==> src/hdl/pew_pkg.sv <==
// Constants and carrier types for the parallel EEPROM write controller
package pew_pkg;
	localparam int ADDR_W = 15;
	localparam int DATA_W = 8;
	localparam int CLK_PERIOD_NS = 50;
	// Timing in own units, cycle counts derived (min rounds up, max down)
	localparam int PROG_TIME_MS = 5;
	localparam int PROG_TIME_CYC =
		(PROG_TIME_MS * 1000000 + CLK_PERIOD_NS - 1) / CLK_PERIOD_NS;
	localparam int POST_POLL_US = 10;
	localparam int POST_POLL_CYC =
		(POST_POLL_US * 1000 + CLK_PERIOD_NS - 1) / CLK_PERIOD_NS;
	localparam int STROBE_NS = 50;
	localparam int STROBE_CYC =
		(STROBE_NS + CLK_PERIOD_NS - 1) / CLK_PERIOD_NS + 1;
	localparam int ACCESS_NS = 150;
	localparam int ACCESS_CYC =
		(ACCESS_NS + CLK_PERIOD_NS - 1) / CLK_PERIOD_NS + 1;
	localparam int BLC_MAX_US = 100;
	localparam int BLC_MAX_CYC = (BLC_MAX_US * 1000) / CLK_PERIOD_NS;
	localparam int POLL_GAP_CYC = 4;
	localparam int CNT_W = 20;

	typedef struct packed {
		logic              chip_sel_n;
		logic              out_en_n;
		logic              wr_en_n;
		logic [ADDR_W-1:0] addr;
		logic [DATA_W-1:0] data_out;
		logic              data_oe;
	} pew_pins_t;

	typedef struct packed {
		logic              wr;
		logic              last;
		logic [ADDR_W-1:0] addr;
		logic [DATA_W-1:0] data;
	} pew_req_t;
endpackage

==> src/hdl/pew_ctrl.sv <==
// Host-side write and polling controller for a parallel EEPROM
`timescale 1ns/100ps

// Operation
// - Host waits full program time unless polling shows completion.
// - After poll completion wait post_poll_write_delay before next write.
// - Each byte load uses write-strobe or chip-select controlled timing.
// - Between page byte loads output enable may pulse; used here for host reads.
// - Polling uses ordinary read cycles with read timing.
module pew_ctrl
#(
	parameter int PROG_CYC = pew_pkg::PROG_TIME_CYC
)
(
	input  wire logic                       core_clk,
	input  wire logic                       srst,
	input  wire pew_pkg::pew_req_t          req,
	input  wire logic                       req_valid,
	output logic                            req_ready,
	output logic                            busy,
	output logic [pew_pkg::DATA_W-1:0]      rd_data,
	output logic                            rd_valid,
	output logic                            chip_sel_n,
	output logic                            out_en_n,
	output logic                            wr_en_n,
	output logic [pew_pkg::ADDR_W-1:0]      addr,
	output logic [pew_pkg::DATA_W-1:0]      data_out,
	output logic                            data_oe,
	input  wire logic [pew_pkg::DATA_W-1:0] data_in
);
	typedef enum logic [2:0] {
		PEW_IDLE, PEW_WSTB, PEW_WREC, PEW_RSTB, PEW_POLL, PEW_PGAP,
		PEW_HOLD
	} pew_state_t;

	// ----------------------------------------------------------------
	// Sequencer
	// ----------------------------------------------------------------
	pew_state_t                 state_reg, state_next;
	pew_pkg::pew_pins_t         pins_reg, pins_next;
	logic [pew_pkg::CNT_W-1:0]  cnt_reg, cnt_next;
	logic [pew_pkg::CNT_W-1:0]  prog_reg, prog_next;
	logic                       open_reg, open_next;
	logic                       rdy_reg, rdy_next;
	logic [pew_pkg::DATA_W-1:0] rdat_reg, rdat_next;
	logic                       rval_reg, rval_next;
	logic                       dbit_reg, dbit_next;
	logic                       busy_reg, busy_next;

	localparam pew_pkg::pew_pins_t PINS_IDLE = '{
		chip_sel_n: 1'b1, out_en_n: 1'b1, wr_en_n: 1'b1,
		addr: '0, data_out: '0, data_oe: 1'b0};

	always_comb
	begin
		state_next = state_reg;
		pins_next  = pins_reg;
		cnt_next   = cnt_reg;
		prog_next  = prog_reg;
		open_next  = open_reg;
		rdy_next   = 1'b0;
		rdat_next  = rdat_reg;
		rval_next  = 1'b0;
		dbit_next  = dbit_reg;
		if (cnt_reg != '0)
			cnt_next = cnt_reg - 1'b1;
		if (prog_reg != '0)
			prog_next = prog_reg - 1'b1;
		case (state_reg)
			PEW_IDLE:
			begin
				// Open page: close it and start programming once the window lapses
				if (open_reg && cnt_reg == '0)
				begin
					open_next = 1'b0;
					prog_next = pew_pkg::CNT_W'(PROG_CYC);
					cnt_next  = pew_pkg::CNT_W'(pew_pkg::POLL_GAP_CYC);
					state_next = PEW_PGAP;
				end
				else if (req_valid && !rdy_reg && req.wr)
				begin
					// Write-strobe controlled byte load
					pins_next = '{chip_sel_n: 1'b0, out_en_n: 1'b1,
						wr_en_n: 1'b0, addr: req.addr,
						data_out: req.data, data_oe: 1'b1};
					cnt_next  = pew_pkg::CNT_W'(pew_pkg::STROBE_CYC);
					open_next = !req.last;
					rdy_next  = 1'b1;
					state_next = PEW_WSTB;
				end
				else if (req_valid && !rdy_reg)
				begin
					pins_next = '{chip_sel_n: 1'b0, out_en_n: 1'b0,
						wr_en_n: 1'b1, addr: req.addr,
						data_out: '0, data_oe: 1'b0};
					cnt_next  = pew_pkg::CNT_W'(pew_pkg::ACCESS_CYC);
					rdy_next  = 1'b1;
					state_next = PEW_RSTB;
				end
			end
			PEW_WSTB:
				if (cnt_reg == '0)
				begin
					pins_next.wr_en_n    = 1'b1;
					pins_next.chip_sel_n = 1'b1;
					dbit_next = pins_reg.data_out[pew_pkg::DATA_W-1];
					cnt_next  = pew_pkg::CNT_W'(pew_pkg::STROBE_CYC);
					state_next = PEW_WREC;
				end
			PEW_WREC:
				if (cnt_reg == '0)
				begin
					pins_next = PINS_IDLE;
					// Keep the address: polling must read the last byte
					pins_next.addr = pins_reg.addr;
					if (open_reg)
					begin
						// Window timer; byte loads must arrive in time
						cnt_next = pew_pkg::CNT_W'(pew_pkg::BLC_MAX_CYC);
						state_next = PEW_IDLE;
					end
					else
					begin
						prog_next = pew_pkg::CNT_W'(PROG_CYC);
						cnt_next  = pew_pkg::CNT_W'(pew_pkg::POLL_GAP_CYC);
						state_next = PEW_PGAP;
					end
				end
			PEW_RSTB:
				if (cnt_reg == '0)
				begin
					rdat_next = data_in;
					rval_next = 1'b1;
					pins_next = PINS_IDLE;
					// Restart the page window after the read
					cnt_next  = open_reg ?
						pew_pkg::CNT_W'(pew_pkg::BLC_MAX_CYC) : '0;
					state_next = PEW_IDLE;
				end
			PEW_PGAP:
				if (prog_reg == '0)
				begin
					// Full program time elapsed, no poll needed
					cnt_next = pew_pkg::CNT_W'(pew_pkg::POST_POLL_CYC);
					state_next = PEW_HOLD;
				end
				else if (cnt_reg == '0)
				begin
					// Data polling: a plain read of the last byte's address, or of address 0 when a host read was the last access to an open page
					pins_next.chip_sel_n = 1'b0;
					pins_next.out_en_n   = 1'b0;
					cnt_next  = pew_pkg::CNT_W'(pew_pkg::ACCESS_CYC);
					state_next = PEW_POLL;
				end
			PEW_POLL:
				if (cnt_reg == '0)
				begin
					pins_next.chip_sel_n = 1'b1;
					pins_next.out_en_n   = 1'b1;
					if (data_in[pew_pkg::DATA_W-1] == dbit_reg)
					begin
						cnt_next = pew_pkg::CNT_W'(pew_pkg::POST_POLL_CYC);
						state_next = PEW_HOLD;
					end
					else
					begin
						cnt_next = pew_pkg::CNT_W'(pew_pkg::POLL_GAP_CYC);
						state_next = PEW_PGAP;
					end
				end
			PEW_HOLD:
				if (cnt_reg == '0)
				begin
					prog_next  = '0;
					state_next = PEW_IDLE;
				end
			default:
			begin
				state_next = PEW_IDLE;
				pins_next  = PINS_IDLE;
			end
		endcase
		busy_next = (state_next != PEW_IDLE);
	end

	always_ff @(posedge core_clk)
	begin
		if (srst)
		begin
			state_reg <= PEW_IDLE;
			pins_reg  <= PINS_IDLE;
			cnt_reg   <= '0;
			prog_reg  <= '0;
			open_reg  <= 1'b0;
			rdy_reg   <= 1'b0;
			rdat_reg  <= '0;
			rval_reg  <= 1'b0;
			dbit_reg  <= 1'b0;
			busy_reg  <= 1'b0;
		end
		else
		begin
			state_reg <= state_next;
			pins_reg  <= pins_next;
			cnt_reg   <= cnt_next;
			prog_reg  <= prog_next;
			open_reg  <= open_next;
			rdy_reg   <= rdy_next;
			rdat_reg  <= rdat_next;
			rval_reg  <= rval_next;
			dbit_reg  <= dbit_next;
			busy_reg  <= busy_next;
		end
	end

	assign req_ready  = rdy_reg;
	assign rd_data    = rdat_reg;
	assign rd_valid   = rval_reg;
	assign chip_sel_n = pins_reg.chip_sel_n;
	assign out_en_n   = pins_reg.out_en_n;
	assign wr_en_n    = pins_reg.wr_en_n;
	assign addr       = pins_reg.addr;
	assign data_out   = pins_reg.data_out;
	assign data_oe    = pins_reg.data_oe;
	assign busy       = busy_reg;
endmodule

==> config.mk <==
export PLATFORM = sky130hd
export DESIGN_NAME = pew_ctrl
export DESIGN_NICKNAME = d
export VERILOG_FILES = /design/src/hdl/pew_pkg.sv /design/src/hdl/pew_ctrl.sv
export SDC_FILE = /design/constraint.sdc
export NUM_CORES = 1
export LEC_CHECK = 0
export ABC_AREA = 1
export BUFFER_PORTS_ARGS = -buffer_cell sky130_fd_sc_hd__clkbuf_2
export CORE_ASPECT_RATIO = 1.2
export CORE_MARGIN = 4
export CORE_UTILIZATION = 45
export DETAILED_ROUTE_END_ITERATION = 8
export PLACE_DENSITY = 0.77
export REMOVE_ABC_BUFFERS = 1
export SLEW_MARGIN = 25
export SYNTH_ARGS = -nofsm -noshare
export SYNTH_HDL_FRONTEND = slang
export SYNTH_SLANG_ARGS = --single-unit
==> constraint.sdc <==
create_clock -name core_clk -period 2.56 [get_ports core_clk]
set_clock_uncertainty 0.05 [all_clocks]
set_input_delay 0.512 -clock core_clk [delete_from_list [all_inputs] [get_ports core_clk]]
set_output_delay 0.512 -clock core_clk [all_outputs]
set_load 0.01 [all_outputs]
==> out/qor.yml, run 1 <==
status:
  outcome: "finished clean"
clock_tree:
  clk_path_buf_depth: 2
  cts_tree: "built"
  cts_buffers: 9
  post_cts_buffers: 0
  cts.clk_slew.worst_paths_ns: 0.06
  cts.hold.buffers_added: 0
  post_cts_resized: 0
  clkLatencyLatePin_ns: 0.34
  cts.sinks: 83
  cts_root_buffer: "clkbuf_16"
  cts-htree-levels: 3
critical_path:
  critPathCapture: "prog_reg[2]"
  worstSetupStartpointType: "flop"
  cp-startpoint: "cnt_reg[0]"
  r2r_end: "prog_reg[2]"
  crit_fanout: 11
  worstSetupPathType: "flop to flop"
  timing.rr.start: "cnt_reg[0]"
  critPathRequiredTime_ns: 2.72
  cp.arrival_ns: 2.47
  worst_setup_path_end_kind: "flop"
  r2r_setup_slack_ns: 0.25
  ff2ff_path_depth: 11
global_routing:
  antenna_found_initial: 0
  overflow: 0
  grt_usage_pct: 19.54
  grt_pass1_wl_mm: 19.29
  grt_max_degree: 39
  first_global_vias: 4298
routing:
  drtPass1Iterations: 6
  avgViaCountPerCell: 5.244
  drtIter0Drc: 245
  post_drt_wl_per_cell_um: 13.11
  vias: 4536
  totalWireLength_mm: 11.34
  ant_nets: 0
  drc_errors: 0
cells_and_area:
  drive_gt1_share_pct: 19.22
  diodes: 0
  final_area_um2: 5336
  nets: 774
  area_growth_pct: 16.82
hold_path:
  hp-class: "input port to flop"
  min_path_cells: 3
timing:
  hold_viol: 0
  slew_headroom_pct: 59.65
  worst_pin_slew_ns: 0.6033
  fin_crit_ns: 2.310
  whs_ns: 0.3503
  drv_slew: 0
  worst_slack_ns: 0.2498
  rsz0062_at_grt: "false"
  finalSetupTns_ns: 0
  setup-violations-final: 0
  post-route-period-util_pct: 90.24
  max_freq_ghz: 0.4329
die:
  core_area_um2: 9960
  die_h_um: 118.4
  num_io_pins: 74
  start_util_pct: 45.87
  die_w_um: 99.98
  rows: 40
  dieArea_um2: 11830
pwr:
  power_density_nw_per_um2: 1561
  ir_worst_vdd_v: 0.0008604
  total_power_uw: 8328
  power_leakage_uw: 0.002586
placement:
  dp_hpwl_mm: 8.608
  port_buffers: 73
  place_ws_ns: 0.2947
  dpl-instance-area_um2: 5025
  gp_congestion: 0.9066
synth:
  synth-compound-area-share_pct: 9.422
  synth-xor-area-share_pct: 4.601
  syn_inst: 662
  synth-simple-area-share_pct: 40.65
  synthMuxAreaShare_pct: 0
  synth-seq-cells: 83
  synth_area_per_cell_um2: 6.901
  ys_types: 37
  syn_area_um2: 4568
  synth_warnings: 0
  synthAdderAreaFrac_pct: 1.096
  synth_top_family_by_area: "simple AND/OR/NAND/NOR gates"
  yosysSeqAreaShare_pct: 36.37
run:
  cap_violations: 0
==> stage by stage <==
stage | std cells | utilization [%]
after floorplan | 643 | -
after global placement | 849 | 50.45
after detailed placement | 849 | 50.45
after CTS | 865 | 53.58
after global routing | 865 | 53.58
final | 865 | 53.58
==> worst max-delay path, stage by stage (launching register included) <==
cell	delay [ns]
dfxtp_1	0.29
inv_1	0.13
ha_1	0.21
nand2_1	0.10
nor2_2	0.26
inv_1	0.16
nor2_8	0.18
nand2_1	0.09
nand2_2	0.11
nand4_2	0.11
nand2_1	0.40
nor3_1	0.09
==> power by group <==
| group | internal, µW | switching (µW) |
|---|---|---|
| clock network | 855 | 505 |
| registers | 1700 | 338 |
| logic | 1710 | 3220 |
| total | 4260 | 4060 |
==> synthesized netlist by cell type, drive strengths merged <==
library cell	number	share of area (%)
o21ai	40	4.4
nand2	147	13
nor4	1	0.14
nor3	23	3.6
inv	63	5.2
xnor2	11	2.1
a21oi	41	4.5
nand3b	2	0.33
dfxtp	83	36
and3	3	0.41
nor3b	7	1.2
o21a	1	0.16
xor2	13	2.5
nand3	68	8.2
nor2	118	12
nand4	14	2.2
clkbuf	7	0.58
o211a	1	0.22
ha	4	1.1
clkinv	1	0.082
or2	1	0.14
buf	12	2.0
o31ai	1	0.16
==> metal layers <==
| layer | global-route usage (%) | up-vias | routed length (µm) |
|---|---|---|---|
| met5 | 0 | - | 0 |
| met4 | 8.762 | 0 | 309 |
| met3 | 4.132 | 26 | 624 |
| met2 | 33.06 | 136 | 5572 |
| met1 | 23.48 | 2070 | 4831 |
| li1 | - | 2304 | - |
==> cells in the final DEF (no fill, tap or decap), types with 12 or more instances in the layout <==
| master | netlist | routed |
|---|---|---|
| nand4_1 | 12 | 12 |
| nor2_1 | 101 | 101 |
| xor2_1 | 13 | 13 |
| inv_1 | 55 | 55 |
| nand2_1 | 138 | 138 |
| a21oi_1 | 41 | 41 |
| o21ai_1 | 15 | 15 |
| nor3_1 | 16 | 16 |
| nand3_1 | 63 | 63 |
| clkbuf_2 | 0 | 73 |
| o21ai_0 | 25 | 25 |
| dfxtp_1 | 83 | 83 |
==> cell families after synthesis <==
kind of cell / Yosys count
DFF: 83
buffers and inverters: 83
xor gates and xnor gates: 24
adders and majority gates: 4
AOI/OAI and AO/OA: 84
and+or+nand+nor: 384
==> cell type report <==
type | instances | area (µm²)
clock inverter | 4 | 75.07
sequential | 83 | 1662
clock buffer | 12 | 236.5
multi-input combinational | 496 | 2547
timing repair buffer | 80 | 417.9
tap | 126 | 157.7
inverter | 64 | 240.2
fill | 949 | 4623
==> worst min path at each step <==
stage                 from     endpoint  slack, ns
3_5_place_dp   data_out[4]  data_out[4]       0.40
5_1_grt         data_in[4]   rd_data[4]       0.37
4_1_cts         data_in[2]   rd_data[2]       0.35
3_3_place_gp       wr_en_n      wr_en_n       0.39
2_1_floorplan  prog_reg[0]  prog_reg[0]       0.41
6_report        data_in[4]   rd_data[4]       0.35
(Power assumes the default switching activity.)
==> run 2, diff against run 1 <==
- CELL_PAD_IN_SITES_DETAIL_PLACEMENT: default -> 0
- CELL_PAD_IN_SITES_GLOBAL_PLACEMENT: default -> 1
- CORE_UTILIZATION: 45 -> 40
- PLACE_DENSITY: 0.77 -> 0.9
==> run 2 against run 1 <==
Compared with the run above:
- count of clock-buffer cells in the layout decreased by 2
- highest routed layer unchanged
- worst hold slack improved by 0.00060 ns
- sequential cell count unchanged
- largest cell class unchanged
- worst setup slack improved by 0.053 ns
- critical endpoint is now cnt_reg[13]
- register-to-register slack improved by 0.05 ns
==> out/qor.yml, run 2 (synthesis gave the netlist of run 1 again) <==
timing:
  rsz0062_at_grt: "false"
  fin_crit_ns: 2.257
  slew_headroom_pct: 67.41
  drv_slew: 0
  hold_viol: 0
  setup-violations-final: 0
  post-route-period-util_pct: 88.17
  max_freq_ghz: 0.4431
  worst_pin_slew_ns: 0.4872
  finalSetupTns_ns: 0
die:
  die_w_um: 105.6
  start_util_pct: 41.20
  dieArea_um2: 13200
  die_h_um: 125.1
  rows: 42
  core_area_um2: 11090
  num_io_pins: 74
global_routing:
  grt_util_met2_pct: 32.13
  grtUsageMet1_pct: 22.17
  overflow: 0
  grt_max_degree: 39
  busiest_layer: "met2"
  grt_usage_pct: 18.45
  first_global_vias: 4460
  antenna_found_initial: 0
  grt_pass1_wl_mm: 20.47
  use_met3_pct: 3.969
cells_and_area:
  layout_commonest_cell: "nand2_1"
  diodes: 0
  final_area_um2: 5340
  final_cell_mix: "nand2_1, nor2_1, dfxtp_1"
  drive_gt1_share_pct: 19.62
  area_growth_pct: 16.90
  nets: 774
hold_path:
  hp-class: "input port to flop"
  min_to: "rd_data[3]"
  min_path_cells: 3
  min_from: "data_in[3]"
clock_tree:
  cts.clk_slew.worst_paths_ns: 0.06
  cts_buffers: 9
  clk_path_buf_depth: 2
  clkLatencyLatePin_ns: 0.34
  cts.sinks: 83
  cts_tree: "built"
  post_cts_resized: 0
  cts_root_buffer: "clkbuf_16"
  post_cts_buffers: 0
  cts-htree-levels: 3
  cts.hold.buffers_added: 0
critical_path:
  worstSetupStartpointType: "flop"
  critPathRequiredTime_ns: 2.71
  worst-path-buf-inv: 1
  r2r_end: "cnt_reg[13]"
  crit_fanout: 14
  worst_setup_path_end_kind: "flop"
  path_cells: "nor2_1 > nand2_2 > nor2_4 > nand3_2 > buf_4 > nand2_1 > nand2_1 > nor2_2 > nor3_1"
  cp.arrival_ns: 2.41
  worst_path_most_repeated_cell: "nand2_1"
  timing.rr.start: "cnt_reg[11]"
  r2r_setup_slack_ns: 0.30
  critPathTopFamily: "simple AND/OR/NAND/NOR gates"
  slowest_delay_ns: 0.33
  ff2ff_path_depth: 9
  worstSetupPathType: "flop to flop"
  slowest_stage: "dfxtp_1"
routing:
  vias: 4502
  drtPass1Iterations: 5
  drtIter0Drc: 296
  avgViaCountPerCell: 5.041
  drc_errors: 0
  ant_nets: 0
  totalWireLength_mm: 11.90
  post_drt_wl_per_cell_um: 13.33
pwr:
  ir_worst_vdd_v: 0.0007842
  power_density_nw_per_um2: 1526
  total_power_uw: 8148
  power_leakage_uw: 0.002574
status:
  outcome: "finished clean"
placement:
  dp_hpwl_mm: 9.175
  gp_congestion: 0.8703
  port_buffers: 73
  dpl-instance-area_um2: 5060
run:
  cap_violations: 0
==> run 2: cell types whose count changed in the layout (fill, tap and decap cells not counted), sizes merged <==
cell	change
bufinv	-2
clkinv	+3
clkbuf	-2
clkinvlp	+1
==> run 2: area by class of cell <==
class	instances	area (µm²)
flip-flops and latches	83	1662
repair buffers	80	417.9
clock inverters	6	41.29
well taps	154	192.7
inverters	64	240.2
fillers	1120	5748
multi-input cells	496	2547
clock buffers	10	239.0
==> run 2: worst max path at each step <==
stage | startpoint | endpoint | slack [ns] | cells after the start
floorplan | cnt_reg[0] | addr[10] | 0.41 | 10
global placement | cnt_reg[11] | cnt_reg[13] | 0.37 | 9
detailed placement | cnt_reg[11] | cnt_reg[13] | 0.32 | 9
CTS | cnt_reg[11] | cnt_reg[13] | 0.31 | 9
global route | prog_reg[0] | cnt_reg[9] | 0.11 | 11
finish | cnt_reg[11] | cnt_reg[13] | 0.30 | 9
==> run 2: metal layers <==
layer,vias up,share of wire [%]
met2,135,49
met5,-,0
met1,2041,43
met4,0,2.5
met3,27,5.8
li1,2299,-
==> run 2: worst register-to-register path, delay by kind of cell (launching register included) <==
kind / cells / cell delay (ns)
buffers and inverters: 1 / 0.28
AND/OR/NAND/NOR: 8 / 1.48
flip-flops: 1 / 0.33
==> run 2: power by group <==
part	switching [µW]	leakage [µW]	internal, µW
registers	336	0.000678	1700
logic	3220	0.00177	1690
clock network	521	0.000130	681
total	4070	0.00257	4070
==> run 2: metrics by stage <==
step | setup WS, ns | util, % | hold WS (ns) | cells
2_1_floorplan | 0.4148 | - | 0.4088 | 643
3_3_place_gp | 0.3691 | 45.63 | 0.3920 | 877
3_5_place_dp | 0.3179 | 45.63 | 0.4002 | 877
4_1_cts | 0.3102 | 48.16 | 0.3411 | 893
5_1_grt | 0.1057 | 48.16 | 0.3524 | 893
6_report | 0.3030 | 48.16 | 0.3509 | 893
